[config.mk]
export PLATFORM = sky130hd
export DESIGN_NAME = cei_charger_event_irq_masks
export DESIGN_NICKNAME = d
export VERILOG_FILES = /design/src/hdl/cei_pkg.sv /design/src/hdl/cei_charger_event_irq_masks.sv
export VERILOG_INCLUDE_DIRS = /design/src /design/src/hdl
export SDC_FILE = /design/constraint.sdc
export NUM_CORES = 1
export LEC_CHECK = 0
export BUFFER_PORTS_ARGS = -buffer_cell sky130_fd_sc_hd__buf_2
export CAP_MARGIN = 20
export CORE_MARGIN = 4
export CORE_UTILIZATION = 56
export CTS_CLUSTER_SIZE = 16
export DETAILED_ROUTE_END_ITERATION = 7
export GPL_TIMING_DRIVEN = 1
export PLACE_DENSITY_LB_ADDON = 0.25
export RECOVER_POWER = 25
export SLEW_MARGIN = 20
export SYNTH_ARGS = -nofsm -noshare
export SYNTH_HDL_FRONTEND = slang
export SYNTH_SLANG_ARGS = --single-unit
[constraint.sdc]
create_clock -name clk -period 4.5 [get_ports clk]
set_clock_uncertainty 0.2 [all_clocks]
set_input_delay 1.125 -clock clk [delete_from_list [all_inputs] [get_ports clk]]
set_output_delay 1.125 -clock clk [all_outputs]
set_load 0.01 [all_outputs]
[src/hdl/cei_map.svh]
// Register offsets, field layouts, reset values and timing for the charger event masks
`ifndef CEI_MAP_SVH
`define CEI_MAP_SVH

// ============================================================
// Register offsets
`define CEI_MASK_A_ADDR   8'h29
`define CEI_MASK_B_ADDR   8'h2A
`define CEI_MASK_C_ADDR   8'h2B

// ============================================================
// Reset values and writable bits
`define CEI_MASK_RST      8'h00
`define CEI_MASK_A_WR     8'hD7
`define CEI_MASK_B_WR     8'h7F
`define CEI_MASK_C_WR     8'h1F

// ============================================================
// Edge kind per event bit: any change or rising only
`define CEI_A_ANY         8'hD3
`define CEI_A_RISE        8'h04
`define CEI_B_ANY         8'h10
`define CEI_B_RISE        8'h6F
`define CEI_C_ANY         8'h0F
`define CEI_C_RISE        8'h10
`define CEI_ADC_DONE_BIT  5

// ============================================================
// Interrupt pulse timing
`define CEI_CLK_PERIOD_NS 10
`define CEI_IRQ_PULSE_NS  1000
`define CEI_IRQ_PULSE_CYC ((`CEI_IRQ_PULSE_NS + `CEI_CLK_PERIOD_NS - 1) / `CEI_CLK_PERIOD_NS)

`endif

[src/hdl/cei_pkg.sv]
// Types of the charger event interrupt mask block
package cei_pkg;

    typedef enum logic {
        CEI_IDLE,
        CEI_PULSE
    } cei_phase_t;

    typedef struct packed {
        logic [7:0] maskA;
        logic [7:0] maskB;
        logic [7:0] maskC;
        logic [7:0] prevA;
        logic [7:0] prevB;
        logic [7:0] prevC;
        logic [7:0] flagA;
        logic [7:0] flagB;
        logic [7:0] flagC;
        logic [7:0] rdData;
        logic [7:0] pulseCnt;
        cei_phase_t phase;
        logic       irqN;
    } cei_state_t;

endpackage : cei_pkg

[src/hdl/cei_charger_event_irq_masks.sv]
// Charger event interrupt mask bank with interrupt pulse generator
//
// Behaviour
// RULE1: Mask A bit 7 gates the charge status change pulse; 1 blocks it.
// RULE2: Mask A bit 6 gates the input current optimiser change pulse.
// RULE3: Mask A bit 4 gates the bus supply status change pulse.
// RULE4: Mask A bit 2 gates the pulse on entering die thermal regulation only.
// RULE5: Mask A bit 1 gates the battery present change pulse.
// RULE6: Mask A bit 0 gates the charger type detection change pulse.
// RULE7: Mask B bit 6 gates the data line detection done pulse.
// RULE8: Mask B bit 5 gates the conversion done pulse, one-shot mode only.
// RULE9: Mask B bit 4 gates the pulse on entering and leaving minimum system regulation.
// RULE10: Mask B bits 3..0 gate fast, trickle, pre-charge and top-off timer expiry.
// RULE11: Mask C bit 4 gates the battery too low for OTG pulse.
// RULE12: Mask C bits 3..0 gate cold, cool, warm and hot zone crossings.
// RULE13: Mask C writable bits clear on register reset and watchdog expiry.
// RULE14: Masks A and B reset to zero, cleared only by register reset.
// RULE15: Reserved mask bits are read-only and read as zero.
// RULE16: Masked events still set their flag; masking only stops the pulse.
`timescale 1ns/1ps
`include "cei_map.svh"

module cei_charger_event_irq_masks (
    input  wire logic       clk,
    input  wire logic       nrst,
    input  wire logic [7:0] regAddr,
    input  wire logic       regWrEn,
    input  wire logic [7:0] regWrData,
    output logic      [7:0] regRdData,
    input  wire logic       regResetCmd,
    input  wire logic       watchdogExpired,
    input  wire logic       adcOneShot,
    input  wire logic [7:0] eventLevelA,
    input  wire logic [7:0] eventLevelB,
    input  wire logic [7:0] eventLevelC,
    output logic      [7:0] eventFlagA,
    output logic      [7:0] eventFlagB,
    output logic      [7:0] eventFlagC,
    output logic            irq_out_n
);

    localparam int PULSE_CYC = `CEI_IRQ_PULSE_CYC;

    cei_pkg::cei_state_t st_r;
    cei_pkg::cei_state_t st_nxt;

    logic [7:0] evtA;
    logic [7:0] evtB;
    logic [7:0] evtC;
    logic       irqFire;

    // ============================================================
    // Event detection
    // Levels come from charger logic on this clock, so no synchroniser
    always_comb begin
        evtA = ((eventLevelA ^ st_r.prevA) & `CEI_A_ANY)
             | ((eventLevelA & ~st_r.prevA) & `CEI_A_RISE);    // RULE4
        evtB = ((eventLevelB ^ st_r.prevB) & `CEI_B_ANY)       // RULE9
             | ((eventLevelB & ~st_r.prevB) & `CEI_B_RISE);    // RULE10
        // Conversion done only counts while converting one-shot
        if (!adcOneShot) begin
            evtB[`CEI_ADC_DONE_BIT] = 1'b0;                    // RULE8
        end
        evtC = ((eventLevelC ^ st_r.prevC) & `CEI_C_ANY)       // RULE12
             | ((eventLevelC & ~st_r.prevC) & `CEI_C_RISE);    // RULE11
        // A set bit in a mask suppresses only the pulse
        irqFire = |(evtA & ~st_r.maskA)                        // RULE1 RULE2 RULE3 RULE5 RULE6
                | |(evtB & ~st_r.maskB)                        // RULE7
                | |(evtC & ~st_r.maskC);
    end

    // ============================================================
    // Next state
    always_comb begin
        st_nxt = st_r;
        st_nxt.prevA = eventLevelA;
        st_nxt.prevB = eventLevelB;
        st_nxt.prevC = eventLevelC;
        // Flag strobes ignore the masks so status still records masked events
        st_nxt.flagA = evtA;                                   // RULE16
        st_nxt.flagB = evtB;                                   // RULE16
        st_nxt.flagC = evtC;                                   // RULE16

        // Register write; reserved bits never stored
        if (regWrEn) begin
            case (regAddr)
                `CEI_MASK_A_ADDR: st_nxt.maskA = regWrData & `CEI_MASK_A_WR;   // RULE15
                `CEI_MASK_B_ADDR: st_nxt.maskB = regWrData & `CEI_MASK_B_WR;   // RULE15
                `CEI_MASK_C_ADDR: st_nxt.maskC = regWrData & `CEI_MASK_C_WR;   // RULE15
                default: ;
            endcase
        end
        // Clears beat a write in the same cycle
        if (watchdogExpired) begin
            st_nxt.maskC = `CEI_MASK_RST;                      // RULE13
        end
        if (regResetCmd) begin
            st_nxt.maskA = `CEI_MASK_RST;                      // RULE14
            st_nxt.maskB = `CEI_MASK_RST;                      // RULE14
            st_nxt.maskC = `CEI_MASK_RST;                      // RULE13
        end

        // Read data shows the stored masks, zero elsewhere
        case (regAddr)
            `CEI_MASK_A_ADDR: st_nxt.rdData = st_r.maskA;
            `CEI_MASK_B_ADDR: st_nxt.rdData = st_r.maskB;
            `CEI_MASK_C_ADDR: st_nxt.rdData = st_r.maskC;
            default:          st_nxt.rdData = 8'h00;
        endcase

        // Pulse generator; a new unmasked event restarts the full low time
        case (st_r.phase)
            cei_pkg::CEI_IDLE: begin
                st_nxt.irqN = 1'b1;
                if (irqFire) begin
                    st_nxt.phase    = cei_pkg::CEI_PULSE;
                    st_nxt.pulseCnt = 8'(PULSE_CYC - 1);
                    st_nxt.irqN     = 1'b0;
                end
            end
            cei_pkg::CEI_PULSE: begin
                st_nxt.irqN = 1'b0;
                if (irqFire) begin
                    st_nxt.pulseCnt = 8'(PULSE_CYC - 1);
                end else if (st_r.pulseCnt == 8'h00) begin
                    st_nxt.phase = cei_pkg::CEI_IDLE;
                    st_nxt.irqN  = 1'b1;
                end else begin
                    st_nxt.pulseCnt = st_r.pulseCnt - 8'h01;
                end
            end
            default: begin
                st_nxt.phase = cei_pkg::CEI_IDLE;
                st_nxt.irqN  = 1'b1;
            end
        endcase
    end

    // ============================================================
    // State register
    always_ff @(posedge clk or negedge nrst) begin
        if (!nrst) begin
            st_r.maskA    <= `CEI_MASK_RST;
            st_r.maskB    <= `CEI_MASK_RST;
            st_r.maskC    <= `CEI_MASK_RST;
            st_r.prevA    <= 8'h00;
            st_r.prevB    <= 8'h00;
            st_r.prevC    <= 8'h00;
            st_r.flagA    <= 8'h00;
            st_r.flagB    <= 8'h00;
            st_r.flagC    <= 8'h00;
            st_r.rdData   <= 8'h00;
            st_r.pulseCnt <= 8'h00;
            st_r.phase    <= cei_pkg::CEI_IDLE;
            st_r.irqN     <= 1'b1;
        end else begin
            st_r <= st_nxt;
        end
    end

    assign regRdData  = st_r.rdData;
    assign eventFlagA = st_r.flagA;
    assign eventFlagB = st_r.flagB;
    assign eventFlagC = st_r.flagC;
    assign irq_out_n  = st_r.irqN;

    // ============================================================
    // Assertions
    // Low-time counter of the interrupt line, for the pulse width checks
    logic [7:0] lowCnt;
    always_ff @(posedge clk or negedge nrst) begin
        if (!nrst) begin
            lowCnt <= 8'h00;
        end else if (irq_out_n) begin
            lowCnt <= 8'h00;
        end else begin
            lowCnt <= lowCnt + 8'h01;
        end
    end

    a_chg_status_gate: assert property (@(posedge clk) disable iff (!nrst) // RULE1
        (st_r.phase == cei_pkg::CEI_IDLE && evtA == 8'h80 && evtB == 8'h00 && evtC == 8'h00)
        |=> (irq_out_n == $past(st_r.maskA[7])))
        else $error("charge status pulse does not follow its mask");

    a_ico_gate: assert property (@(posedge clk) disable iff (!nrst) // RULE2
        (evtA[6] && !st_r.maskA[6]) |=> !irq_out_n)
        else $error("optimiser change with mask clear gave no pulse");

    a_bus_masked: assert property (@(posedge clk) disable iff (!nrst) // RULE3
        (st_r.phase == cei_pkg::CEI_IDLE && evtA == 8'h10 && st_r.maskA[4] && evtB == 8'h00 && evtC == 8'h00)
        |=> irq_out_n)
        else $error("masked bus supply change still pulsed");

    a_die_thermal_regulation_rise_only: assert property (@(posedge clk) disable iff (!nrst) // RULE4
        ($fell(eventLevelA[2])) |-> !evtA[2])
        else $error("leaving thermal regulation raised an event");

    a_timer_gate: assert property (@(posedge clk) disable iff (!nrst) // RULE10
        (|(evtB[3:0] & ~st_r.maskB[3:0])) |=> !irq_out_n)
        else $error("unmasked timer expiry gave no pulse");

    a_adc_oneshot: assert property (@(posedge clk) disable iff (!nrst) // RULE8
        (!adcOneShot) |-> !evtB[5])
        else $error("conversion done seen outside one-shot mode");

    a_wdog_clears_c: assert property (@(posedge clk) disable iff (!nrst) // RULE13
        watchdogExpired |=> (st_r.maskC == 8'h00))
        else $error("watchdog left third mask set");

    a_wdog_keeps_ab: assert property (@(posedge clk) disable iff (!nrst) // RULE14
        (watchdogExpired && !regResetCmd && !regWrEn) |=> $stable(st_r.maskA) && $stable(st_r.maskB))
        else $error("watchdog disturbed first or second mask");

    a_reserved_zero: assert property (@(posedge clk) disable iff (!nrst) // RULE15
        (st_r.maskA[5] == 1'b0 && st_r.maskA[3] == 1'b0 && st_r.maskB[7] == 1'b0 && st_r.maskC[7:5] == 3'h0))
        else $error("reserved mask bit became set");

    a_flag_unmasked: assert property (@(posedge clk) disable iff (!nrst) // RULE16
        (|evtC) |=> (eventFlagC == $past(evtC)))
        else $error("event did not reach its flag strobe");

    a_pulse_width: assert property (@(posedge clk) disable iff (!nrst) // interrupt pulse timing
        $rose(irq_out_n) |-> (lowCnt >= 8'(PULSE_CYC)))
        else $error("interrupt pulse shorter than its time");

    // Per-event gates: an unmasked event must start or extend the low time
    a_batt_present_gate: assert property (@(posedge clk) disable iff (!nrst) // RULE5
        (evtA[1] && !st_r.maskA[1]) |=> !irq_out_n)
        else $error("battery present change with mask clear gave no pulse");

    a_type_detect_gate: assert property (@(posedge clk) disable iff (!nrst) // RULE6
        (evtA[0] && !st_r.maskA[0]) |=> !irq_out_n)
        else $error("charger type change with mask clear gave no pulse");

    a_die_thermal_regulation_gate: assert property (@(posedge clk) disable iff (!nrst) // RULE4
        (evtA[2] && !st_r.maskA[2]) |=> !irq_out_n)
        else $error("thermal regulation entry with mask clear gave no pulse");

    a_line_detect_gate: assert property (@(posedge clk) disable iff (!nrst) // RULE7
        (evtB[6] && !st_r.maskB[6]) |=> !irq_out_n)
        else $error("data line detection done with mask clear gave no pulse");

    a_adc_done_gate: assert property (@(posedge clk) disable iff (!nrst) // RULE8
        (evtB[5] && !st_r.maskB[5]) |=> !irq_out_n)
        else $error("conversion done with mask clear gave no pulse");

    a_min_sys_gate: assert property (@(posedge clk) disable iff (!nrst) // RULE9
        (evtB[4] && !st_r.maskB[4]) |=> !irq_out_n)
        else $error("minimum system regulation change with mask clear gave no pulse");

    a_otg_low_gate: assert property (@(posedge clk) disable iff (!nrst) // RULE11
        (evtC[4] && !st_r.maskC[4]) |=> !irq_out_n)
        else $error("low battery for OTG with mask clear gave no pulse");

    a_zone_gate: assert property (@(posedge clk) disable iff (!nrst) // RULE12
        (|(evtC[3:0] & ~st_r.maskC[3:0])) |=> !irq_out_n)
        else $error("zone crossing with mask clear gave no pulse");

    // Edge kinds against the level history; the first edge after release is skipped
    // because the history restarts from zero there
    a_min_sys_both: assert property (@(posedge clk) disable iff (!nrst) // RULE9
        $past(nrst) |-> (evtB[4] == (eventLevelB[4] ^ $past(eventLevelB[4]))))
        else $error("minimum system regulation edge not seen as event");

    a_zone_both: assert property (@(posedge clk) disable iff (!nrst) // RULE12
        $past(nrst) |-> (evtC[3:0] == (eventLevelC[3:0] ^ $past(eventLevelC[3:0]))))
        else $error("zone crossing edge not seen as event");

    a_otg_low_rise: assert property (@(posedge clk) disable iff (!nrst) // RULE11
        $fell(eventLevelC[4]) |-> !evtC[4])
        else $error("recovery from low battery for OTG raised an event");

    a_regrst_clears: assert property (@(posedge clk) disable iff (!nrst) // RULE14
        regResetCmd |=> (st_r.maskA == 8'h00 && st_r.maskB == 8'h00 && st_r.maskC == 8'h00))
        else $error("register reset left a mask set");

    // Nothing unmasked in idle must leave the line high, masked events included
    a_masked_quiet: assert property (@(posedge clk) disable iff (!nrst) // RULE16
        (st_r.phase == cei_pkg::CEI_IDLE && (evtA & ~st_r.maskA) == 8'h00
         && (evtB & ~st_r.maskB) == 8'h00 && (evtC & ~st_r.maskC) == 8'h00) |=> irq_out_n)
        else $error("masked or absent event pulsed the interrupt line");

    a_flags_ab: assert property (@(posedge clk) disable iff (!nrst) // RULE16
        ((|evtA) || (|evtB)) |=> (eventFlagA == $past(evtA) && eventFlagB == $past(evtB)))
        else $error("event did not reach its first or second flag strobe");

    // ============================================================
    // Cover points
    c_masked_event: cover property (@(posedge clk) disable iff (!nrst)
        (|(evtA & st_r.maskA)) && !irqFire);
    c_full_pulse: cover property (@(posedge clk) disable iff (!nrst)
        $rose(irq_out_n));
    c_wdog_clear: cover property (@(posedge clk) disable iff (!nrst)
        watchdogExpired && (st_r.maskC != 8'h00));
    c_pulse_restart: cover property (@(posedge clk) disable iff (!nrst)
        st_r.phase == cei_pkg::CEI_PULSE && irqFire);
    c_adc_ignored: cover property (@(posedge clk) disable iff (!nrst)
        !adcOneShot && eventLevelB[5] && !st_r.prevB[5]);

endmodule : cei_charger_event_irq_masks

Word level (Yosys, flattened, before mapping)
Index checks and enable logic that the tools add are counted.

Flip-flop bits (word level): 82. Input bits: 46. Output and inout port bits: 33. Word-level logic and storage cells: 67.

Add/sub/neg operators: 1. Equality and inequality tests: 5. Muxes and demuxes: 14. Bitwise gates (word level): 21. Reduce and logical (&&, ||, !) cells: 13.

Operators by type and width (count): 24-bit 2-to-1 mux (2); 8-bit 2-to-1 mux (6); 8-bit by 6-bit equality test with 1-bit output (second input constant) (3); 8-bit inverter (3); 8-bit case mux with 3 select lines (1); 8-bit OR reduction (3); 10-bit case mux with 2 select lines (1); 10-bit 2-to-1 mux (1); 5-bit by 8-bit bitwise AND with 8-bit output (1); 7-bit by 8-bit bitwise AND with 8-bit output (1); 8-bit bitwise AND (1); 8-bit logical NOT (1); 8-bit by 3-bit OR with 8-bit output (1); 2-bit AND reduction (4); 8-bit by 1-bit subtractor with 8-bit output (second input constant) (1); 8-bit bitwise XOR (1); 7-bit bitwise AND (1); 7-bit inverter (1); 5-bit by 7-bit OR with 7-bit output (1); 2-bit nonzero test (3); 3-bit nonzero test (2); 5-bit bitwise AND (1); 5-bit inverter (1); 4-bit by 5-bit OR with 5-bit output (1); 10 further kinds (12).

Longest topological paths before layout
Gate-level depths: netlist (run 1).

Depth in word-level cells: 10. Gate-level depth with buffers: 6. Gate-level depth less buffers: 6.

Least setup slack after synthesis (run 1)
OpenSTA, ideal clock, no wires.

Path type: in2reg. Start: input regAddr[4]. End: register st_r[77] (netlist name). Library setup time: 0.132 ns. Data arrival time: 2.342 ns. Required time: 4.168 ns. Path slack: 1.827 ns. Stages on the path: 4. Buffers on the path: 0. Path through: nor4b_1 -> nand4_1 -> mux2i_1 -> nor2_1.

Longest elaborated chain between the ends: 3.

Ends and longest elaborated chain: start: declaration (RTL line cei_charger_event_irq_masks.sv:26) `input wire logic [7:0] regAddr,`; 8-bit by 6-bit equality test with 1-bit output (RTL line cei_charger_event_irq_masks.sv:86) `case (regAddr)`; 2-bit nonzero test (no line); 2-bit AND reduction (no line); end signal: assignment (RTL line cei_charger_event_irq_masks.sv:157) `st_r <= st_nxt;`; end: declaration (RTL line cei_charger_event_irq_masks.sv:44) `cei_pkg::cei_state_t st_r;`.

Every way passes these cells. A chain may end at the register's enable or synchronous reset.

Worst setup path after layout (run 1)
Start: input regAddr[4]. End: register st_r[76] (netlist name).

The elaborated chain is that of the path after synthesis.

==> metrics.txt, run 1 <==
outcome complete, but fails checks; failing checks max-capacitance violations, max-slew violations; Die H 82.2 um; Critical Path Sink Type flop; fin. max-slew vios 33; cts-stage hold buffer count 0; Final min period 2.86 ns; Slew HR -10.7%; min-delay worst type flop to flop; Cell variety after synth 39; Total Power 0.00137 W; Tcrit/Tclk final 63.5%; syn_area_per_cell 11.7 um2; Final #Nets 357; kind of critical path input port to flop; WHS Path Cells 1; Max Clk Rate 0.350 GHz; antenna-violating nets left 0; Via Count 1935; first-pass GRT wire length 9200 um; DR top layer met4; share of the yosys chip area belonging to registers 58.5%; Pwr Density 393 mW/mm2; GRT overflow 0; setup TNS 0 ns; Num CTS Buffers 9; FF/Latch Area 0.00180 mm2; Seq cells post-synth 72; fill cell count 422; largest net degree at the start of global routing 42; final hold viol count 0; Die Wd 82.2 um; crit path DAT 2.87 ns; Leakage Power 1.71 nW; Core ar. 0.00520 mm2; maximum VDD drop 249 uV; Wirelength per Cell 14.6 um; Worst-Skew Late Latency 0.34 ns; post-CTS sizing 0; asr flop ratio synth 100%; r2r worst-path depth 4; layout overhead on the synthesized area 13.2%; Req. time, crit path 4.51 ns; RD Place Congestion 0.865; DRT Pass-1 Iters 4; CTS tree built; Max Cap Viol 1; met3 WL 288 um; Syn Inst Count 263; endpoints failing setup 0; die area 0.00676 mm2; clock root buffer clkbuf_8; most common flop cell mapped by yosys dfrtp_1; Synth area leaders dfrtp_1, buf_4, mux2i_1, xor2_1, nor2_1; Warnings, synthesis 0; antenna violations before repair 0; row cnt 26; Clock transition at path regs 0.07 ns; DPL Wire Length 4060 um; H-tree depth 3; Port Buffer Count 66; Synth top area share 57.6%; vias in the first global route 1969; DRT iter0 DRCs 110; top post-synthesis cells by count dfrtp_1, buf_4, nor2_1, mux2i_1; mapped cell area 0.00308 mm2; Yosys top cell by area dfrtp_1; WL met2 2570 um; EDFF count, synth 0; Initial Util 59.2%; Post-CTS Setup Bufs 0; deepest clock path buffer count 2; CTS Sinks 72; total wire length 5600 um; RSZ-0062 raised after global routing false; count leader, synth dfrtp_1; Worst Hold Margin 0.219 ns; share of layout cells above drive strength 1 22.0%; CP max FO 7; worst-margin pin slew 1.66 ns; vias per inst 5.04; # DRC 0; Met1 Wirelength 2620 um; GR Util All Layers 18.7%; Ant. Diodes 0; Multi-input gate area 991 um2; Startpoint Class input port; number of top-level pins 79
## state kept, by name, summed over array words and instances (netlist names)
signal	count
irq_out_n	1
eventFlagB	7
regRdData	8
eventFlagC	5
eventFlagA	6
st_r	45
## cell usage in the layout (no fill, tap or decap), types with 3 or more instances in the layout
cell       netlist  routed
clkbuf_8         0      10
conb_1           1       6
xor2_1          13      13
a22oi_1          7       7
dfrtp_1         71      71
nor2b_1         10      10
nor3_1           9       9
buf_2            0      48
inv_1           13      13
nand2_1          9       9
o21ai_0          5       5
clkbuf_1         4      19
mux2i_1         20      20
nor2_1          22      22
nand3_1          6       6
bufinv_16        0       3
nand4_1          4       4
nor3b_1          7       7
## worst max-delay path: stages
cell and delay (ns):
buf_2 0.09, nor4b_1 0.60, nand4_1 0.64, mux2i_1 0.35, nor2_1 0.06
## layout make-up
class                      instances  area share (%)
tap                               70            2.51
clock buffer                      11            4.05
sequential                        72            51.6
timing repair buffer              67            9.03
clock inverter                     5            2.97
multi-input combinational        146            28.4
inverter                          13            1.40
## stage by stage
step / std cells / instance area (um2) / utilization [%] / setup WS, ns
2_1_floorplan: 268 / 3100 / - / 1.83
3_3_place_gp: 368 / 3270 / 62.8 / 1.38
3_5_place_dp: 368 / 3270 / 62.8 / 1.33
4_1_cts: 384 / 3510 / 67.5 / 1.67
5_1_grt: 384 / 3490 / 67.1 / 1.37
6_report: 384 / 3490 / 67.1 / 1.64
## final timing paths
kind | to | slack [ns] | start
worst max-delay path | st_r[76]$_DFFE_PN0P_ | 1.64 | regAddr[4]
max in group asynchronous | st_r[7]$_DFFE_PN0P_ | 1.79 | nrst
worst min-delay path | eventFlagB[6]$_DFF_PN0_ | 0.22 | st_r[56]$_DFF_PN0_
worst max register to register | st_r[3]$_DFFE_PN0P_ | 2.41 | st_r[6]$_DFFE_PN0P_
worst min register to register | eventFlagB[6]$_DFF_PN0_ | 0.22 | st_r[56]$_DFF_PN0_
min in group asynchronous | eventFlagB[5]$_DFF_PN0_ | 1.00 | nrst
## routing by layer
layer	vias to the layer above	track usage, %
met5	-	0
met4	0	9.97
met3	11	4.23
met2	61	28.0
met1	916	25.4
li1	947	-
## logic make-up (layout without fill, tap and decap cells)
logic type | Yosys count | after routing | synth area share [%]
flops | 72 | 72 | 58.5
fa+ha+maj | 2 | 2 | 0.812
xor+xnor | 15 | 15 | 4.26
simple gates | 81 | 81 | 14.2
mux | 21 | 21 | 6.86
buf+inv | 50 | 96 | 9.98
other cells | 1 | 6 | 0.122
compound gates | 21 | 21 | 5.24
## where the power goes
group / switching (W) / internal (W) / total (W)
Sequential: 0.00000675 / 0.000668 / 0.000674
Combinational: 0.0000548 / 0.0000315 / 0.0000863
Clock: 0.000228 / 0.000384 / 0.000612
Total: 0.000290 / 0.00108 / 0.00137
(Power assumes the default switching activity.)
==> run 2, diff against run 1 <==
- CORE_UTILIZATION: 56 -> 47
- clock period: 4.5 -> 2.54 ns (I/O delays scaled with it)
==> run 2 against run 1 <==
  * The flow now finishes without violations
  * Utilization is 11 points lower
  * Wire length up 6.5%
  * First-iteration DRC count up 15%
  * Final cell count is 3.6% higher
  * Design area grew 2.0%
  * Critical path depth fell by 1
  * Worst hold slack got worse by 0.016 ns
  * Combinational power increased by 87%
  * Via count rose by 2.6%
  * Setup slack got worse by 1.2 ns
  * Highest routed layer unchanged
==> metrics.txt, run 2 (synthesis gave the netlist of run 1 again) <==
outcome completed; CTS tree built; Via Count 1986 (+2.6%); Slew HR 10.4% (+21 points); post-CTS sizing 0 (unchanged); Final #Nets 364 (+2.0%); antenna-violating nets left 0 (unchanged); Wirelength per Cell 15.0 um (+2.7%); most frequent cells in the layout dfrtp_1, buf_2, nor2_1, mux2i_1, clkbuf_1; clock power share 44.5% (about the same); GRT overflow 0 (unchanged); total wire length 5960 um (+6.5%); number of top-level pins 79 (unchanged); Final Instance Area 0.00356 mm2 (+2.0%); fin. max-slew vios 0 (-100%); Max Cap Viol 0 (-1); GR Util All Layers 16.6% (-2.1 points); layout overhead on the synthesized area 15.5%; r2r worst-path depth 4 (unchanged); deepest clock path buffer count 2 (unchanged); FF/Latch Area 0.00180 mm2 (unchanged); Core ar. 0.00635 mm2 (+22%); Top reg by flops st_r; endpoints failing setup 0 (unchanged); RD Place Congestion 0.768 (-11%); fill cell count 564 (+34%); Max stage delay on crit path 0.59 ns (-0.05 ns); vias per inst 4.99 (-0.97%); RSZ-0062 raised after global routing false; die area 0.00792 mm2 (+17%); vias in the first global route 2003 (+1.7%); antenna violations before repair 0 (unchanged); Req. time, crit path 2.56 ns (-1.95 ns); clock root buffer clkbuf_8; first-pass GRT wire length 9750 um (+6.0%); Worst Hold Margin 0.204 ns (-0.0157 ns); Final min period 2.11 ns; Sw Share 22.4% (+1.3 points); Int Power 0.00190 W (+75%); dpl cell area 0.00334 mm2 (+2.3%); DPL Wire Length 4380 um (+8.0%); min-delay worst type input port to flop; CP max FO 5 (-2); Tcrit/Tclk final 83.0%; CP Cell Sequence or4_4 > o31ai_4 > mux2i_1 > or3_1; Num CTS Buffers 9 (unchanged); Initial Util 48.6% (-11 points); maximum VDD drop 402 uV (+61%); cts-stage hold buffer count 0 (unchanged); kind of critical path flop to flop; DRT Pass-1 Iters 4 (unchanged); final hold viol count 0 (unchanged); Max Clk Rate 0.474 GHz; crit path DAT 2.13 ns (-0.74 ns); sequential power share 48.8% (-0.3 points); commonest non-fill, non-tap cell in the layout dfrtp_1; Total Power 0.00244 W (+78%); CTS Sinks 72 (unchanged); Leakage Power 1.74 nW (+1.7%); WHS Path Cells 1 (unchanged); max reg flops 45 (unchanged); setup TNS 0 ns (unchanged); Clock transition at path regs 0.08 ns (about the same); H-tree depth 3 (unchanged); Port Buffer Count 66 (unchanged); # DRC 0 (unchanged); Startpoint Class flop; Die H 89.0 um (+8.3%); worst-margin pin slew 1.34 ns (-0.316 ns); Post-CTS Setup Bufs 0 (unchanged); Ant. Diodes 0 (unchanged); Worst-Skew Late Latency 0.34 ns (about the same); Die Wd 89.0 um (+8.3%); Critical Path Sink Type flop; Core Util, Final 56.1% (-11 points); Multi-input gate area 991 um2 (unchanged); share of layout cells above drive strength 1 24.0% (+2.0 points); largest net degree at the start of global routing 41 (-2.4%); critical path's slowest cell or4_4; row cnt 29 (+12%); Psw 0.000547 W (+89%); Pwr Density 686 mW/mm2 (+74%); DRT iter0 DRCs 127 (+15%); Comb pwr share 6.6% (+0.3 points)
## run 2: changes by cell type in the layout (fill, tap and decap cells not counted)
cell        previous run  this run
clkbuf_1              19        18
buf_4                  1         7
buf_12                 0         1
clkinvlp_4             0         2
inv_6                  0         1
clkbuf_8              10         9
clkinv_4               1         0
## run 2: per-layer routing
layer	global-route usage (%)	part of all wire (%)	vias up
met5	0	0	-
met4	9.20	2.7	0
met3	3.23	7.6	13
met2	24.7	44	78
met1	23.1	45	936
li1	-	-	959
## run 2: critical path: cells and delay by family, from the launching register on
kind | cells | cell delay (ns)
and+or+nand+nor | 2 | 0.90
DFF | 1 | 0.45
muxes | 1 | 0.12
AOI/OAI and AO/OA | 1 | 0.32
## run 2: per-stage QoR
stage | instances | worst slack [ns]
after floorplan | 268 | 0.357
after detailed placement | 382 | 0.258
after CTS | 398 | 0.434
after global placement | 382 | 0.289
after global routing | 398 | 0.372
final | 398 | 0.432
## run 2: layout make-up
class,count,area share (%)
Sequential cell,72,50.6
Multi-Input combinational cell,146,27.8
Inverter,13,1.37
Timing Repair Buffer,74,10.7
Tap cell,77,2.70
Clock inverter,7,3.34
Clock buffer,9,3.48
## run 2: power by group through the flow
stage	Combinational, W	Clock (W)	Sequential (W)
floorplan	0.000101	0	0.00122
CTS	0.000169	0.00111	0.00119
global route	0.000184	0.00117	0.00120
finish	0.000161	0.00109	0.00119
global placement	0.000168	0	0.00122
detailed placement	0.000169	0	0.00122
## run 2: worst paths after layout
| path | slack, ns | from | to |
|---|---|---|---|
| worst max register to register | 0.43 | st_r[6]$_DFFE_PN0P_ | st_r[3]$_DFFE_PN0P_ |
| worst min-delay path | 0.20 | eventLevelB[6] | st_r[56]$_DFF_PN0_ |
| min in group asynchronous | 0.38 | nrst | eventFlagB[1]$_DFF_PN0_ |
| max in group asynchronous | 0.87 | nrst | irq_out_n$_DFF_PN1_ |
| worst min register to register | 0.22 | st_r[52]$_DFF_PN0_ | eventFlagB[2]$_DFF_PN0_ |
| worst max-delay path | 0.43 | st_r[6]$_DFFE_PN0P_ | st_r[3]$_DFFE_PN0P_ |
==> run 3, diff against run 2 <==
- ABC_AREA: default -> 1
- CORE_UTILIZATION: 47 -> 48
- clock period: 2.54 -> 1.8 ns (I/O delays scaled with it)
==> run 3 against run 2 <==
  * Critical path depth rose by 5
  * Synthesized cell count grew 37%
  * Non-clock buffer count is 1 higher
  * Final cell count rose by 25%
  * Worst hold slack got worse by 0.18 ns
  * Via count up 20%
  * Register-to-register slack worse by 0.27 ns
  * Largest power group unchanged
  * Highest routed layer unchanged
==> metrics.txt, run 3 <==
outcome completed; EDFF count, synth 0 (unchanged); DRT Pass-1 Iters 4 (unchanged); Top reg by flops st_r; share of the yosys chip area belonging to registers 54.5% (-4.0 points); Placed Cells 480 (+26%); Num CTS Buffers 9 (unchanged); sequential power share 52.9% (+4.1 points); CTS Sinks 72 (unchanged); vias in the first global route 2506 (+25%); Synth top area share 53.7% (-3.9 points); xor and xnor fraction of the mapped netlist area 0.529% (-3.7 points); Slew HR 56.0% (+46 points); setup TNS 0 ns (unchanged); maximum VDD drop 358 uV (-11%); Int Power 0.00243 W (+28%); Core ar. 0.00653 mm2 (+2.9%); commonest non-fill, non-tap cell in the layout nand2_1; most frequent cells in the layout nand2_1, dfrtp_1, inv_1, buf_2, nor2_1; Worst-Skew Late Latency 0.34 ns (about the same); Finished Layout Cells 497 (+25%); Seq cells post-synth 72 (unchanged); H-tree depth 3 (unchanged); clock root buffer clkbuf_8; Cell variety after synth 36 (-7.7%); Startpoint Class flop; Most Frequent Cell on Critical Path nand2_1; total wire length 6220 um (+4.4%); mapped cell area 0.00331 mm2 (+7.3%); worst-margin pin slew 0.660 ns (-0.684 ns); Crit. Startpoint st_r[3]$_DFFE_PN0P_; Synth area leaders dfrtp_1, nand2_1, buf_4, inv_1, nand3_1; kind of critical path flop to flop; Die Wd 91.0 um (+2.3%); count leader, synth nand2_1; Critical path buffers and inverters 2 (+2); CP Cell Sequence inv_1 > ha_1 > nand2_1 > o21ai_4 > inv_4 > nand2_2 > nor2_1 > nand2_1 > nand3_1; Syn Inst Count 360 (+37%); Synth Area in Adders 0.756% (-0.056 points); CP Depth 9 (+5); critical path's slowest cell dfrtp_1; Wirelength per Cell 12.5 um (-16%); # DRC 0 (unchanged); Leakage Power 1.96 nW (+12%); RD Place Congestion 0.841 (+9.5%); min-delay worst type input port to flop; Core Util, Final 57.3% (+1.2 points); endpoints failing setup 0 (unchanged); Tcrit/Tclk final 91.2% (+8.2 points); vias per inst 4.81 (-3.6%); asr flop ratio synth 100% (unchanged); max reg flops 45 (unchanged); Clock transition at path regs 0.08 ns (about the same); row cnt 29 (unchanged); Pwr Density 865 mW/mm2 (+26%); largest family of logic cells by synthesized area simple AND/OR/NAND/NOR gates; antenna-violating nets left 0 (unchanged); Psw 0.000804 W (+47%); antenna violations before repair 0 (unchanged); deepest clock path buffer count 2 (unchanged); WHS Path Cells 1 (unchanged); DPL Wire Length 4730 um (+8.0%); Post-CTS Setup Bufs 0 (unchanged); RR Endpoint st_r[8]$_DFFE_PN0P_; largest net degree at the start of global routing 73 (+78%); Synth Area in Simple Gates 22.2% (+7.9 points); die area 0.00829 mm2 (+4.6%); Final min period 1.64 ns (-0.467 ns); most common flop cell mapped by yosys dfrtp_1; Comb pwr share 8.8% (+2.2 points); CP max FO 9 (+4); r2r startpoint st_r[3]$_DFFE_PN0P_; first-pass GRT wire length 10900 um (+12%); Max Cap Viol 0 (unchanged); Worst Hold Margin 0.0251 ns (-0.179 ns); Die H 91.0 um (+2.3%); Req. time, crit path 1.82 ns (-0.74 ns); Via Count 2390 (+20%); layout overhead on the synthesized area 13.0%; Warnings, synthesis 0 (unchanged); GR Util All Layers 16.6% (-0.084 points); RSZ-0062 raised after global routing false; number of top-level pins 79 (unchanged); GRT overflow 0 (unchanged); Max Clk Rate 0.609 GHz (+28%); final hold viol count 0 (unchanged); Ant. Diodes 0 (unchanged); Critical Path End st_r[8]$_DFFE_PN0P_; Port Buffer Count 66 (unchanged); DRT iter0 DRCs 91 (-28%); Initial Util 50.7% (+2.1 points); syn_area_per_cell 9.19 um2 (-22%); share of layout cells above drive strength 1 23.3% (-0.65 points); CTS tree built; r2r worst-path depth 9 (+5); Yosys top cell by area dfrtp_1; Total Power 0.00324 W (+32%); fin. max-slew vios 0 (unchanged); Final #Nets 463 (+27%); top post-synthesis cells by count nand2_1, dfrtp_1, inv_1, buf_4, nor2_1; Sw Share 24.9% (+2.5 points); crit path DAT 1.66 ns (-0.47 ns); post-synthesis mux area share 0% (-6.9 points); complex-gate fraction of the synthesized area 6.43% (+1.2 points); Max stage delay on crit path 0.39 ns (-0.20 ns); clock power share 38.2% (-6.3 points); Critical Path Sink Type flop; family with the most delay on the worst path flip-flops; R2R Setup Slk 0.16 ns (-0.27 ns)
==> run 3: timing repair <==
| item | 4_1_cts | 5_1_grt |
|---|---|---|
| hold buffers | 1 | 0 |
| hold endpoints to repair | 71 | 0 |
| gates resized for setup | 0 | 0 |
==> run 3: final cells by class <==
cell class | instances | area [um2]
Clock inverter | 5 | 57.6
Inverter | 64 | 243
Tap cell | 77 | 96.3
Fill cell | 597 | 2790
Timing Repair Buffer | 75 | 398
Multi-Input combinational cell | 193 | 1010
Sequential cell | 72 | 1800
Clock buffer | 11 | 131
==> run 3: worst min-delay path by stage <==
| stage | endpoint | start |
|---|---|---|
| 6_report | st_r[46]$_DFF_PN0_ | eventLevelC[4] |
| 2_1_floorplan | eventFlagA[0]$_DFF_PN0_ | nrst |
| 3_5_place_dp | eventFlagA[2]$_DFF_PN0_ | st_r[60]$_DFF_PN0_ |
| 4_1_cts | st_r[53]$_DFF_PN0_ | eventLevelB[3] |
| 5_1_grt | st_r[53]$_DFF_PN0_ | eventLevelB[3] |
| 3_3_place_gp | eventFlagB[1]$_DFF_PN0_ | st_r[51]$_DFF_PN0_ |
==> run 3: cells by family (layout without fill, tap and decap cells) <==
logic type,count (synthesis),count (layout)
xor+xnor,2,2
compound gates,28,28
fa+ha+maj,2,2
simple gates,155,155
buf+inv,100,155
flops,72,72
other cells,1,6
==> run 3: power by group through the flow <==
stage	combinational (W)	clock [W]	sequential (W)
2_1_floorplan	0.000201	0	0.00174
3_3_place_gp	0.000293	0	0.00174
3_5_place_dp	0.000299	0	0.00174
4_1_cts	0.000302	0.00127	0.00171
5_1_grt	0.000331	0.00135	0.00172
6_report	0.000286	0.00124	0.00171
==> run 3: layer usage <==
metal  up-vias  global-route usage, %  part of all wire [%]
met4         0                   6.78                  0.68
met2        61                   27.5                    50
met1      1134                   20.8                    44
li1       1191                      -                     -
met3         4                   4.05                   5.1
met5         -                      0                     0
==> run 3: through the flow <==
step,worst slack (ns),instance area (um2)
floorplan,0.169,3330
global placement,-0.0694,3570
detailed placement,-0.0868,3570
CTS,0.150,3770
global route,0.0114,3740
finish,0.159,3740
